$ cat config.mk
export PLATFORM = sky130hd
export DESIGN_NAME = swd_top
export DESIGN_NICKNAME = d
export VERILOG_FILES = /design/src/rtl/swd_pkg.sv /design/src/rtl/swd_top.sv /design/src/rtl/swd_sync.sv
export SDC_FILE = /design/constraint.sdc
export NUM_CORES = 1
export LEC_CHECK = 0
export BUFFER_PORTS_ARGS = -buffer_cell sky130_fd_sc_hd__buf_2
export CORE_MARGIN = 1
export CORE_UTILIZATION = 50
export CTS_CLUSTER_SIZE = 24
export DETAILED_ROUTE_END_ITERATION = 8
export PLACE_DENSITY = 0.7
export SETUP_SLACK_MARGIN = 0.5
export SLEW_MARGIN = 20
export SYNTH_ARGS = -nofsm -noshare
export SYNTH_HDL_FRONTEND = slang
export SYNTH_SLANG_ARGS = --single-unit
$ cat constraint.sdc
create_clock -name CLK -period 2.49 [get_ports CLK]
set_clock_uncertainty 0.2 [all_clocks]
set_input_delay 0.498 -clock CLK [delete_from_list [all_inputs] [get_ports CLK]]
set_output_delay 0.498 -clock CLK [all_outputs]
set_load 0.1 [all_outputs]
$ cat src/rtl/swd_pkg.sv
// Package for the supervisor watchdog timing block.
// Assumes a 40 MHz system clock; analog levels arrive already decoded.
package swd_pkg;

   // System clock rate
   localparam int unsigned CLK_HZ        = 40_000_000;
   localparam int unsigned CLK_PERIOD_NS = 25;

   // Internal oscillator rate and derived divider
   localparam int unsigned INT_OSC_HZ    = 10_000;
   localparam int unsigned INT_DIV       = CLK_HZ / INT_OSC_HZ;

   // Timeouts as printed, in milliseconds
   localparam int unsigned WD_SLOW_MS    = 1600;
   localparam int unsigned WD_FAST_MS    = 100;
   localparam int unsigned RST_MS        = 200;

   // Timeouts as fixed tick counts of the selected time base
   localparam int unsigned WD_SLOW_TICKS = WD_SLOW_MS * INT_OSC_HZ / 1000;
   localparam int unsigned WD_FAST_TICKS = WD_FAST_MS * INT_OSC_HZ / 1000;
   localparam int unsigned RST_TICKS     = RST_MS * INT_OSC_HZ / 1000;

   // Minimum strobe pulse width; unused, any sampled strobe change outside mid level counts as activity
   localparam int unsigned MIN_PULSE_NS  = 100;
   localparam int unsigned MIN_PULSE_CYC =
      (MIN_PULSE_NS + CLK_PERIOD_NS - 1) / CLK_PERIOD_NS;

   localparam int unsigned CNT_W         = 16;

   // Three-level strobe decode
   typedef enum logic [1:0] {
      SWD_STB_LOW  = 2'h0,
      SWD_STB_HIGH = 2'h1,
      SWD_STB_MID  = 2'h3
   } swd_strobe_e;

   // Supply monitor indications, already decided by comparators
   typedef struct packed {
      logic supply_low;
      logic backup_sel;
      logic monitor_low;
   } swd_supply_s;

   // Watchdog states, Gray from IDLE through HOLD; HOLD back to WATCH flips both bits
   typedef enum logic [1:0] {
      SWD_IDLE  = 2'b00,
      SWD_WATCH = 2'b01,
      SWD_RESET = 2'b11,
      SWD_HOLD  = 2'b10
   } swd_state_e;

endpackage : swd_pkg

$ cat src/rtl/swd_top.sv
// Supervisor watchdog timing and status logic.
// Assumes strobe mid level, supply and monitor comparisons arrive decoded.
`timescale 1ns/100ps
module swd_top
   import swd_pkg::*;
#(
   parameter int unsigned DIV       = INT_DIV,
   parameter int unsigned WD_SLOW   = WD_SLOW_TICKS,
   parameter int unsigned WD_FAST   = WD_FAST_TICKS,
   parameter int unsigned RST_TIME  = RST_TICKS
) (
   input  wire logic CLK,
   input  wire logic RSTN,
   input  wire logic WATCHDOG_STROBE_IN,
   input  wire logic WATCHDOG_STROBE_MID,
   input  wire logic TIMEBASE_SELECT,
   input  wire logic TIMEBASE_IN,
   input  wire logic SUPPLY_LOW_IN,
   input  wire logic BACKUP_SELECT_IN,
   input  wire logic MONITOR_LOW_IN,
   output logic      WATCHDOG_FAULT_OUT,
   output logic      WATCHDOG_RESET_OUT,
   output logic      SUPPLY_LOW_N_OUT,
   output logic      BACKUP_ACTIVE_OUT,
   output logic      MONITOR_FAIL_OUT
);
   localparam int SYNC_W = 7;

   logic [SYNC_W-1:0] pins_s;
   logic              stb_s;
   logic              stb_mid_s;
   logic              tb_sel_s;
   logic              tb_in_s;
   swd_supply_s       sup_s;
   swd_strobe_e       stb_lvl;

   // Pin synchronisers
   swd_sync #(
      .W    (SYNC_W)
   ) u_sync (
      .clk  (CLK),
      .rst_n(RSTN),
      .din  ({WATCHDOG_STROBE_IN, WATCHDOG_STROBE_MID, TIMEBASE_SELECT,
              TIMEBASE_IN, SUPPLY_LOW_IN, BACKUP_SELECT_IN,
              MONITOR_LOW_IN}),
      .dout (pins_s)
   );

   // Unpack synchronised pins
   assign stb_s     = pins_s[6];
   assign stb_mid_s = pins_s[5];
   assign tb_sel_s  = pins_s[4];
   assign tb_in_s   = pins_s[3];
   assign sup_s     = swd_supply_s'(pins_s[2:0]);

   // Three-level decode of the strobe
   always_comb begin
      if (stb_mid_s) begin
         stb_lvl = SWD_STB_MID;
      end else if (stb_s) begin
         stb_lvl = SWD_STB_HIGH;
      end else begin
         stb_lvl = SWD_STB_LOW;
      end
   end

   // Edge detect and time-base tick state
   logic              stb_prev_q, stb_prev_d;
   logic              tb_prev_q, tb_prev_d;
   logic [CNT_W-1:0]  div_q, div_d;
   logic              tick;
   logic              activity;

   always_comb begin
      stb_prev_d = stb_s;
      tb_prev_d  = tb_in_s;
      div_d      = div_q;
      tick       = 1'b0;
      if (!tb_sel_s) begin
         // External source: each rising edge is one tick
         div_d = '0;
         tick  = tb_in_s & ~tb_prev_q;
      end else if (div_q == CNT_W'(DIV - 1)) begin
         div_d = '0;
         tick  = 1'b1;
      end else begin
         div_d = div_q + CNT_W'(1);
      end
   end

   // Any change outside mid level, even one sampled pulse edge, counts as activity
   assign activity = (stb_s != stb_prev_q) &&
                     (stb_lvl != SWD_STB_MID);

   always_ff @(posedge CLK or negedge RSTN) begin
      if (!RSTN) begin
         stb_prev_q <= 1'b0;
         tb_prev_q  <= 1'b0;
         div_q      <= '0;
      end else begin
         stb_prev_q <= stb_prev_d;
         tb_prev_q  <= tb_prev_d;
         div_q      <= div_d;
      end
   end

   // Watchdog period picked from source and level
   logic [CNT_W-1:0] wd_limit;

   always_comb begin
      if (tb_sel_s && !tb_in_s) begin
         wd_limit = CNT_W'(WD_FAST);
      end else begin
         wd_limit = CNT_W'(WD_SLOW);
      end
   end

   // Watchdog state machine
   swd_state_e       state_q, state_d;
   logic [CNT_W-1:0] cnt_q, cnt_d;
   logic             fault_q, fault_d;
   logic             rst_q, rst_d;
   logic             wd_off;

   assign wd_off = sup_s.supply_low | sup_s.backup_sel |
                   (stb_lvl == SWD_STB_MID);

   always_comb begin
      state_d = state_q;
      cnt_d   = cnt_q;
      fault_d = fault_q;
      rst_d   = 1'b0;
      if (wd_off) begin
         state_d = SWD_IDLE;
         cnt_d   = '0;
         fault_d = 1'b1;
      end else begin
         unique case (state_q)
            SWD_IDLE: begin
               state_d = SWD_WATCH;
               cnt_d   = '0;
               fault_d = 1'b1;
            end
            SWD_WATCH: begin
               if (activity) begin
                  cnt_d   = '0;
                  fault_d = 1'b1;
               end else if (tick) begin
                  if (cnt_q >= wd_limit - CNT_W'(1)) begin
                     state_d = SWD_RESET;
                     cnt_d   = '0;
                     fault_d = 1'b0;
                     rst_d   = 1'b1;
                  end else begin
                     cnt_d = cnt_q + CNT_W'(1);
                  end
               end
            end
            SWD_RESET: begin
               rst_d = 1'b1;
               if (activity) begin
                  fault_d = 1'b1;
               end
               if (tick) begin
                  if (cnt_q >= CNT_W'(RST_TIME) - CNT_W'(1)) begin
                     state_d = SWD_HOLD;
                     cnt_d   = '0;
                     rst_d   = 1'b0;
                  end else begin
                     cnt_d = cnt_q + CNT_W'(1);
                  end
               end
            end
            SWD_HOLD: begin
               // Fresh watchdog period after the pulse
               state_d = SWD_WATCH;
               cnt_d   = '0;
               if (activity) begin
                  fault_d = 1'b1;
               end
            end
         endcase
      end
   end

   always_ff @(posedge CLK or negedge RSTN) begin
      if (!RSTN) begin
         state_q <= SWD_IDLE;
         cnt_q   <= '0;
         fault_q <= 1'b1;
         rst_q   <= 1'b0;
      end else begin
         state_q <= state_d;
         cnt_q   <= cnt_d;
         fault_q <= fault_d;
         rst_q   <= rst_d;
      end
   end

   // Status outputs registered from synchronised indications
   logic sup_n_q, sup_n_d;
   logic bak_q, bak_d;
   logic mon_q, mon_d;

   always_comb begin
      sup_n_d = ~sup_s.supply_low;
      bak_d   = sup_s.backup_sel;
      mon_d   = ~sup_s.monitor_low;
   end

   always_ff @(posedge CLK or negedge RSTN) begin
      if (!RSTN) begin
         sup_n_q <= 1'b0;
         bak_q   <= 1'b0;
         mon_q   <= 1'b1;
      end else begin
         sup_n_q <= sup_n_d;
         bak_q   <= bak_d;
         mon_q   <= mon_d;
      end
   end

   assign WATCHDOG_FAULT_OUT = fault_q;
   assign WATCHDOG_RESET_OUT = rst_q;
   assign SUPPLY_LOW_N_OUT   = sup_n_q;
   assign BACKUP_ACTIVE_OUT  = bak_q;
   assign MONITOR_FAIL_OUT   = mon_q;
endmodule : swd_top

$ cat src/rtl/swd_sync.sv
// Two flip-flop synchroniser bank for pin inputs.
// Assumes inputs are asynchronous to CLK.
`timescale 1ns/100ps
module swd_sync #(
   parameter int W = 1
) (
   input  wire logic         clk,
   input  wire logic         rst_n,
   input  wire logic [W-1:0] din,
   output logic      [W-1:0] dout
);
   logic [W-1:0] meta_q;
   logic [W-1:0] sync_q;

   // Per-bit two-stage chain
   genvar i;
   for (i = 0; i < W; i++) begin : g_bit
      always_ff @(posedge clk or negedge rst_n) begin
         if (!rst_n) begin
            meta_q[i] <= 1'b0;
            sync_q[i] <= 1'b0;
         end else begin
            meta_q[i] <= din[i];
            sync_q[i] <= meta_q[i];
         end
      end
   end

   assign dout = sync_q;
endmodule : swd_sync

; Yosys cells after proc, flatten, opt, wreduce, memory -nomap -nowiden
; Index checks and enable logic that the tools add are counted.
[word_totals]
ff_bits = 55
out_inout_bits = 5
[op_classes]
add_sub_neg = 3
magnitude_cmp = 2
n_eq_ne = 15
muxes = 34
bitwise_logic = 6
reduce_logical = 9
[ops]
columns = cell, n
row1 = two-way mux 16 bit, 8
row2 = case mux 16 bit (3 select lines), 1
row3 = adder 16 x 1 -> 16 bit (second input constant), 2
row4 = equality test 16 x 12 -> 1 bit (second input constant), 1
row5 = greater-or-equal comparator 16 x 11 -> 1 bit (second input constant), 1
row6 = greater-or-equal comparator 16 bit, 1
row7 = subtractor 16 x 1 -> 16 bit (second input constant), 1
row8 = != test 3 bit (second input constant), 5
row9 = two-way mux 1 bit, 14
row10 = two-way mux 14 bit, 1
row11 = two-way mux 2 bit, 7
row12 = != test 4 bit (second input constant), 2
row13 = equality test 2 bit (second input constant), 3
row14 = case mux 2 bit (3 select lines), 1
row15 = AND reduction 5 bit, 1
row16 = OR reduction 2 bit, 2
row17 = != test 3 x 1 -> 1 bit (second input constant), 1
row18 = NOT 1 bit, 3
row19 = case mux 1 bit (3 select lines), 1
row20 = AND reduction 3 bit, 1
row21 = equality test 2 x 1 -> 1 bit (second input constant), 1
row22 = logical AND 1 bit, 2
row23 = logical NOT 2 bit, 1
row24 = != test 2 bit (second input constant), 1
row25 = other kinds (6), 7

; Logic depth before layout (Yosys ltp)
[logic_depth]
depth_word = 10
ltp_mapped = 10

; Modules after synthesis
; Synthesis repeated with hierarchy kept, for this count alone.
[hier_totals]
cells_unflattened = 232
area_unflattened_um2 = 2481.1
[modules_own_cells]
columns = mod, n_inst, cells_per_inst, area_per_inst_um2, seq_area_each_um2
row1 = swd_top, 1, 218, 2130.8, 1028.5
row2 = swd_sync, 1, 14, 350.3, 350.3

; Worst setup path after synthesis
; Ideal clock, no wire load.
[synth_path]
path_type = register to register
from = register u_sync.sync_q[3], in the netlist u_sync.dout[3]
to = register cnt_q[13]
arrival_time_ns = 2.175
setup_slack_ns = 0.019
path_stages_with_launch = 11
path_buffers = 2
path_cell_list = dfrtp_1 > nand2b_1 > clkbuf_1 > ha_1 > a2111oi_0 > a211oi_1 > o2111ai_1 > a32o_2 > nand2b_1 > buf_2 > o31ai_1
[synth_via]
elab_chain_cells = 10
word_cells_on_any_way = 15
classes_between = add/sub: 1 / order compare: 1 / eq/ne: 2 / mux: 7 / bitwise: 1 / reduce/logical: 3
[synth_lines]
columns = item, line
row1 = start: declaration, swd_sync.sv:13  ; logic [W-1:0] sync_q;
row2 = start signal: indexed assignment, swd_sync.sv:24  ; sync_q[i] <= meta_q[i];
row3 = logical NOT 1 bit, swd_top.sv:111  ; if (tb_sel_s && !tb_in_s) begin
row4 = logical AND 1 bit, swd_top.sv:111
row5 = two-way mux 14 bit, swd_top.sv:111
row6 = subtractor 16 x 1 -> 16 bit, swd_top.sv:149  ; if (cnt_q >= wd_limit - CNT_W'(1)) begin
row7 = greater-or-equal comparator 16 bit, swd_top.sv:149
row8 = two-way mux 16 bit, swd_top.sv:149
row9 = two-way mux 16 bit, swd_top.sv:148  ; end else if (tick) begin
row10 = two-way mux 16 bit, swd_top.sv:145  ; if (activity) begin
row11 = case mux 16 bit (3 select lines), swd_top.sv:138  ; unique case (state_q)
row12 = two-way mux 16 bit, swd_top.sv:133  ; if (wd_off) begin
row13 = end signal: assignment, swd_top.sv:194  ; cnt_q <= cnt_d;
row14 = end: declaration, swd_top.sv:120  ; logic [CNT_W-1:0] cnt_q, cnt_d;
; Several ways; a longest one is shown, not always the timed one. The select of a mux whose other input is x is not followed.
; A chain may end at the register's enable or synchronous reset.

; Worst setup path in the final report
[layout_path]
from = register div_q[15]
to = register fault_q, in the netlist WATCHDOG_FAULT_OUT
[layout_via]
elab_chain_cells = 5
[layout_lines]
columns = item, line
row1 = start: declaration, swd_top.sv:70  ; logic [CNT_W-1:0] div_q, div_d;
row2 = start signal: assignment, swd_top.sv:103  ; div_q <= div_d;
row3 = equality test 16 x 12 -> 1 bit, swd_top.sv:83  ; end else if (div_q == CNT_W'(DIV - 1)) begin
row4 = two-way mux 1 bit, swd_top.sv:83
row5 = two-way mux 1 bit, swd_top.sv:79  ; if (!tb_sel_s) begin
row6 = != test 4 bit (no source line), --
row7 = AND reduction 3 bit (no source line), --
row8 = end signal: assignment, swd_top.sv:195  ; fault_q <= fault_d;
row9 = end: declaration, swd_top.sv:121  ; logic fault_q, fault_d;
; No other way between the ends.

==> key figures <==
Drt
  • WL final: 5.182 mm
  • Final ANT Viol Nets: 0
  • DR WL/cell: 15.02 um
  • DR vias: 1943
  • Vias per cell: 5.632
  • DRC viols: 0
  • Drt pass-1 iters: 4
  • 1st-iter DRT viols: 105

Clock network
  • Root buffer cell: clkbuf_8
  • Max clock buf depth: 2
  • H-tree Lvls: 2
  • Worst-Skew Late Latency: 0.32 ns
  • CTS Hold Bufs: 0
  • Clock tree from TritonCTS: done
  • # clock sinks: 55
  • Clock-pin slew on the worst setup and hold paths: 0.11 ns
  • Num CTS Buffers: 5

Critical path
  • Reg2Reg Depth: 6
  • Crit-path max cell delay: 0.55 ns
  • Critical path arrival: 2.36 ns
  • CP Launch Type: flip-flop
  • Crit-path cells: or4_4 -> or4_4 -> o21a_1 -> a211o_1 -> nand2_1 -> o2111ai_1
  • Capturing point of the worst reg2reg path: WATCHDOG_FAULT_OUT
  • Family with the most delay on the worst path: simple AND/OR/NAND/NOR gates
  • Buf+Inv Stages, Crit Path: 0
  • WP data required: 2.52 ns
  • WP depth: 6
  • Crit path max-delay cell type: or4_4
  • Setup Crit Path Kind: reg -> reg
  • Critical Path Sink Type: flip-flop
  • Critical Path Most Common Cell: or4_4
  • R2r startpoint: div_q[15]
  • Reg2reg setup slack: 0.16 ns
  • CP Max Fanout: 4
  • CP Launch Point: div_q[15]

Global route
  • GRT overflow: 0
  • First-pass GRT wire length: 8.059 mm
  • GR met1 Demand/Resource: 0.2730
  • Routing usage on met3: 0.04834
  • Initial antenna violation count: 0
  • Pin count of the biggest net entering global routing: 56
  • Vias in the first global route: 1780
  • Total GRT Usage: 0.2033
  • Busiest grt layer: met2
  • Met2 Resource Use GR: 0.3167

Die
  • Die area: 5322 um2
  • # IOs: 14
  • Die span in x: 72.96 um
  • Starting density of the core: 0.5260
  • Die Ht: 72.96 um
  • CORE AREA: 4786 um2
  • Row Count: 25

Placement
  • Post-place setup slack: 0.04828 ns
  • Placer Congestion: 0.8602
  • Port bufs: 13
  • DP HPWL: 3.287 mm
  • Dpl cells: 325

STA
  • Final TNS setup: 0 ns
  • Actual slew at the worst max-slew pin: 0.6730 ns
  • Setup-failing EPs final: 0
  • Crit path time final: 2.330 ns
  • Max-Slew Margin vs Limit: 0.5513
  • Unrepaired setup endpoints after global routing: yes
  • Final Hold Viols: 0
  • Final worst slack: 0.1604 ns
  • Fmax: 429.3 MHz
  • Slew Limit Fails: 0
  • Period utilisation layout: 0.9356

Logic synthesis
  • EDFF count, synth: 0
  • Top post-synthesis cells by area: dfrtp_1 53%, nor2_1 4.0%, nand2_1 3.7%, nand3_1 3.2%, xor2_1 3.1%
  • Register bit total from synthesis: 55
  • Seq/Total Area, Yosys: 0.5477
  • Top FF cell, synth: dfrtp_1
  • Syn_nets: 259
  • Synth top cells by count: 53 x dfrtp_1, 27 x nor2_1, 25 x nand2_1
  • Mapped cell area: 2517 um2
  • Most common cell in the netlist: dfrtp_1
  • Share of the synthesized area in the top cell type: 0.5268
  • Yosys cell types: 44
  • Cell taking the most area after synthesis: dfrtp_1
  • Asr flop ratio synth: 1.000
  • Yosys warns: 0
  • Syn avg cell area: 10.23 um2
  • Post-synthesis cell count: 246

Layout
  • Non-filler cells, final: 345
  • Share of layout cells above drive strength 1: 0.3201
  • Fin util: 0.6544
  • Antenna diodes: 0
  • Area Growth Syn to Fin: 24.40%
  • Final net count: 290

Pwr
  • PwrDens: 495.4 nW/um2
  • Leakage power: 1.351 nW
  • Overall Power: 1.552 mW
  • Worst vdd ir: 0.4654 mV

Status
  • Status: completed

Min path
  • Min-Delay Path Class: in -> async

Job
  • Max cap viols: 0
-- sequential cells by signal (all words and copies together), names as in the netlist --
| name | count |
|---|---|
| stb_prev_q | 1 |
| u_sync.dout | 7 |
| tb_prev_q | 1 |
| MONITOR_FAIL_OUT | 1 |
| state_q | 2 |
| WATCHDOG_FAULT_OUT | 1 |
| cnt_q | 16 |
| div_q | 16 |
| WATCHDOG_RESET_OUT | 1 |
| u_sync.meta_q | 7 |
| SUPPLY_LOW_N_OUT | 1 |
| BACKUP_ACTIVE_OUT | 1 |
-- placed cells by master, fill, tap and decap left out, types with 9 or more instances in the layout --
cell	synthesis	layout
buf_2	5	12
nand3_1	16	15
xor2_1	9	9
nor2_1	27	26
buf_4	0	19
nand2_1	25	22
dfrtp_1	53	48
and3_1	11	11
-- logic make-up after synthesis --
| kind of cell | Yosys count | share of synthesized area |
|---|---|---|
| fa+ha+maj | 4 | 0.01988 |
| xor+xnor | 14 | 0.04871 |
| compound gates | 48 | 0.1352 |
| flops | 55 | 0.5477 |
| buf+inv | 14 | 0.02336 |
| simple gates | 111 | 0.2252 |
-- report_power, final --
part | internal (mW) | switching [mW]
Clock | 0.216 | 0.317
Combinational | 0.0277 | 0.0659
Sequential | 0.914 | 0.0115
Total | 1.16 | 0.394
-- worst max path at each step --
stage                               to  slack, ns
global route                  cnt_q[8]       0.08
floorplan                     cnt_q[4]       0.25
detailed placement            cnt_q[4]       0.05
finish              WATCHDOG_FAULT_OUT       0.16
global placement             cnt_q[11]       0.10
CTS                 WATCHDOG_FAULT_OUT       0.17
-- layer usage --
layer,vias up,routed length (um)
met1,943,2376
li1,955,-
met2,36,2525
met3,9,186
met5,-,0
met4,0,94
-- what timing repair did --
item / CTS / global route
endpoints found under the setup margin: 34 / 33
endpoints found under the hold margin: 0 / 0
pin swaps: 5 / 3
resized for setup: 9 / 36
setup buffers: 7 / 5
-- area by class of cell --
type	count	area, um2
multi-input combinational	177	1311
timing repair buffer	34	236.5
clock buffer	5	68.82
inverter	4	15.01
fill	371	1654
clock inverter	3	31.28
sequential	55	1385
tap	67	83.83
-- stage by stage --
step | cell area (um2) | hold WS (ns)
floorplan | 2594 | 0.002409
global placement | 2741 | 0.1319
detailed placement | 2741 | 0.1347
CTS | 2915 | 0.06765
global route | 3132 | 0.06210
finish | 3132 | 0.07911
Power figures use the tool's default switching activity.
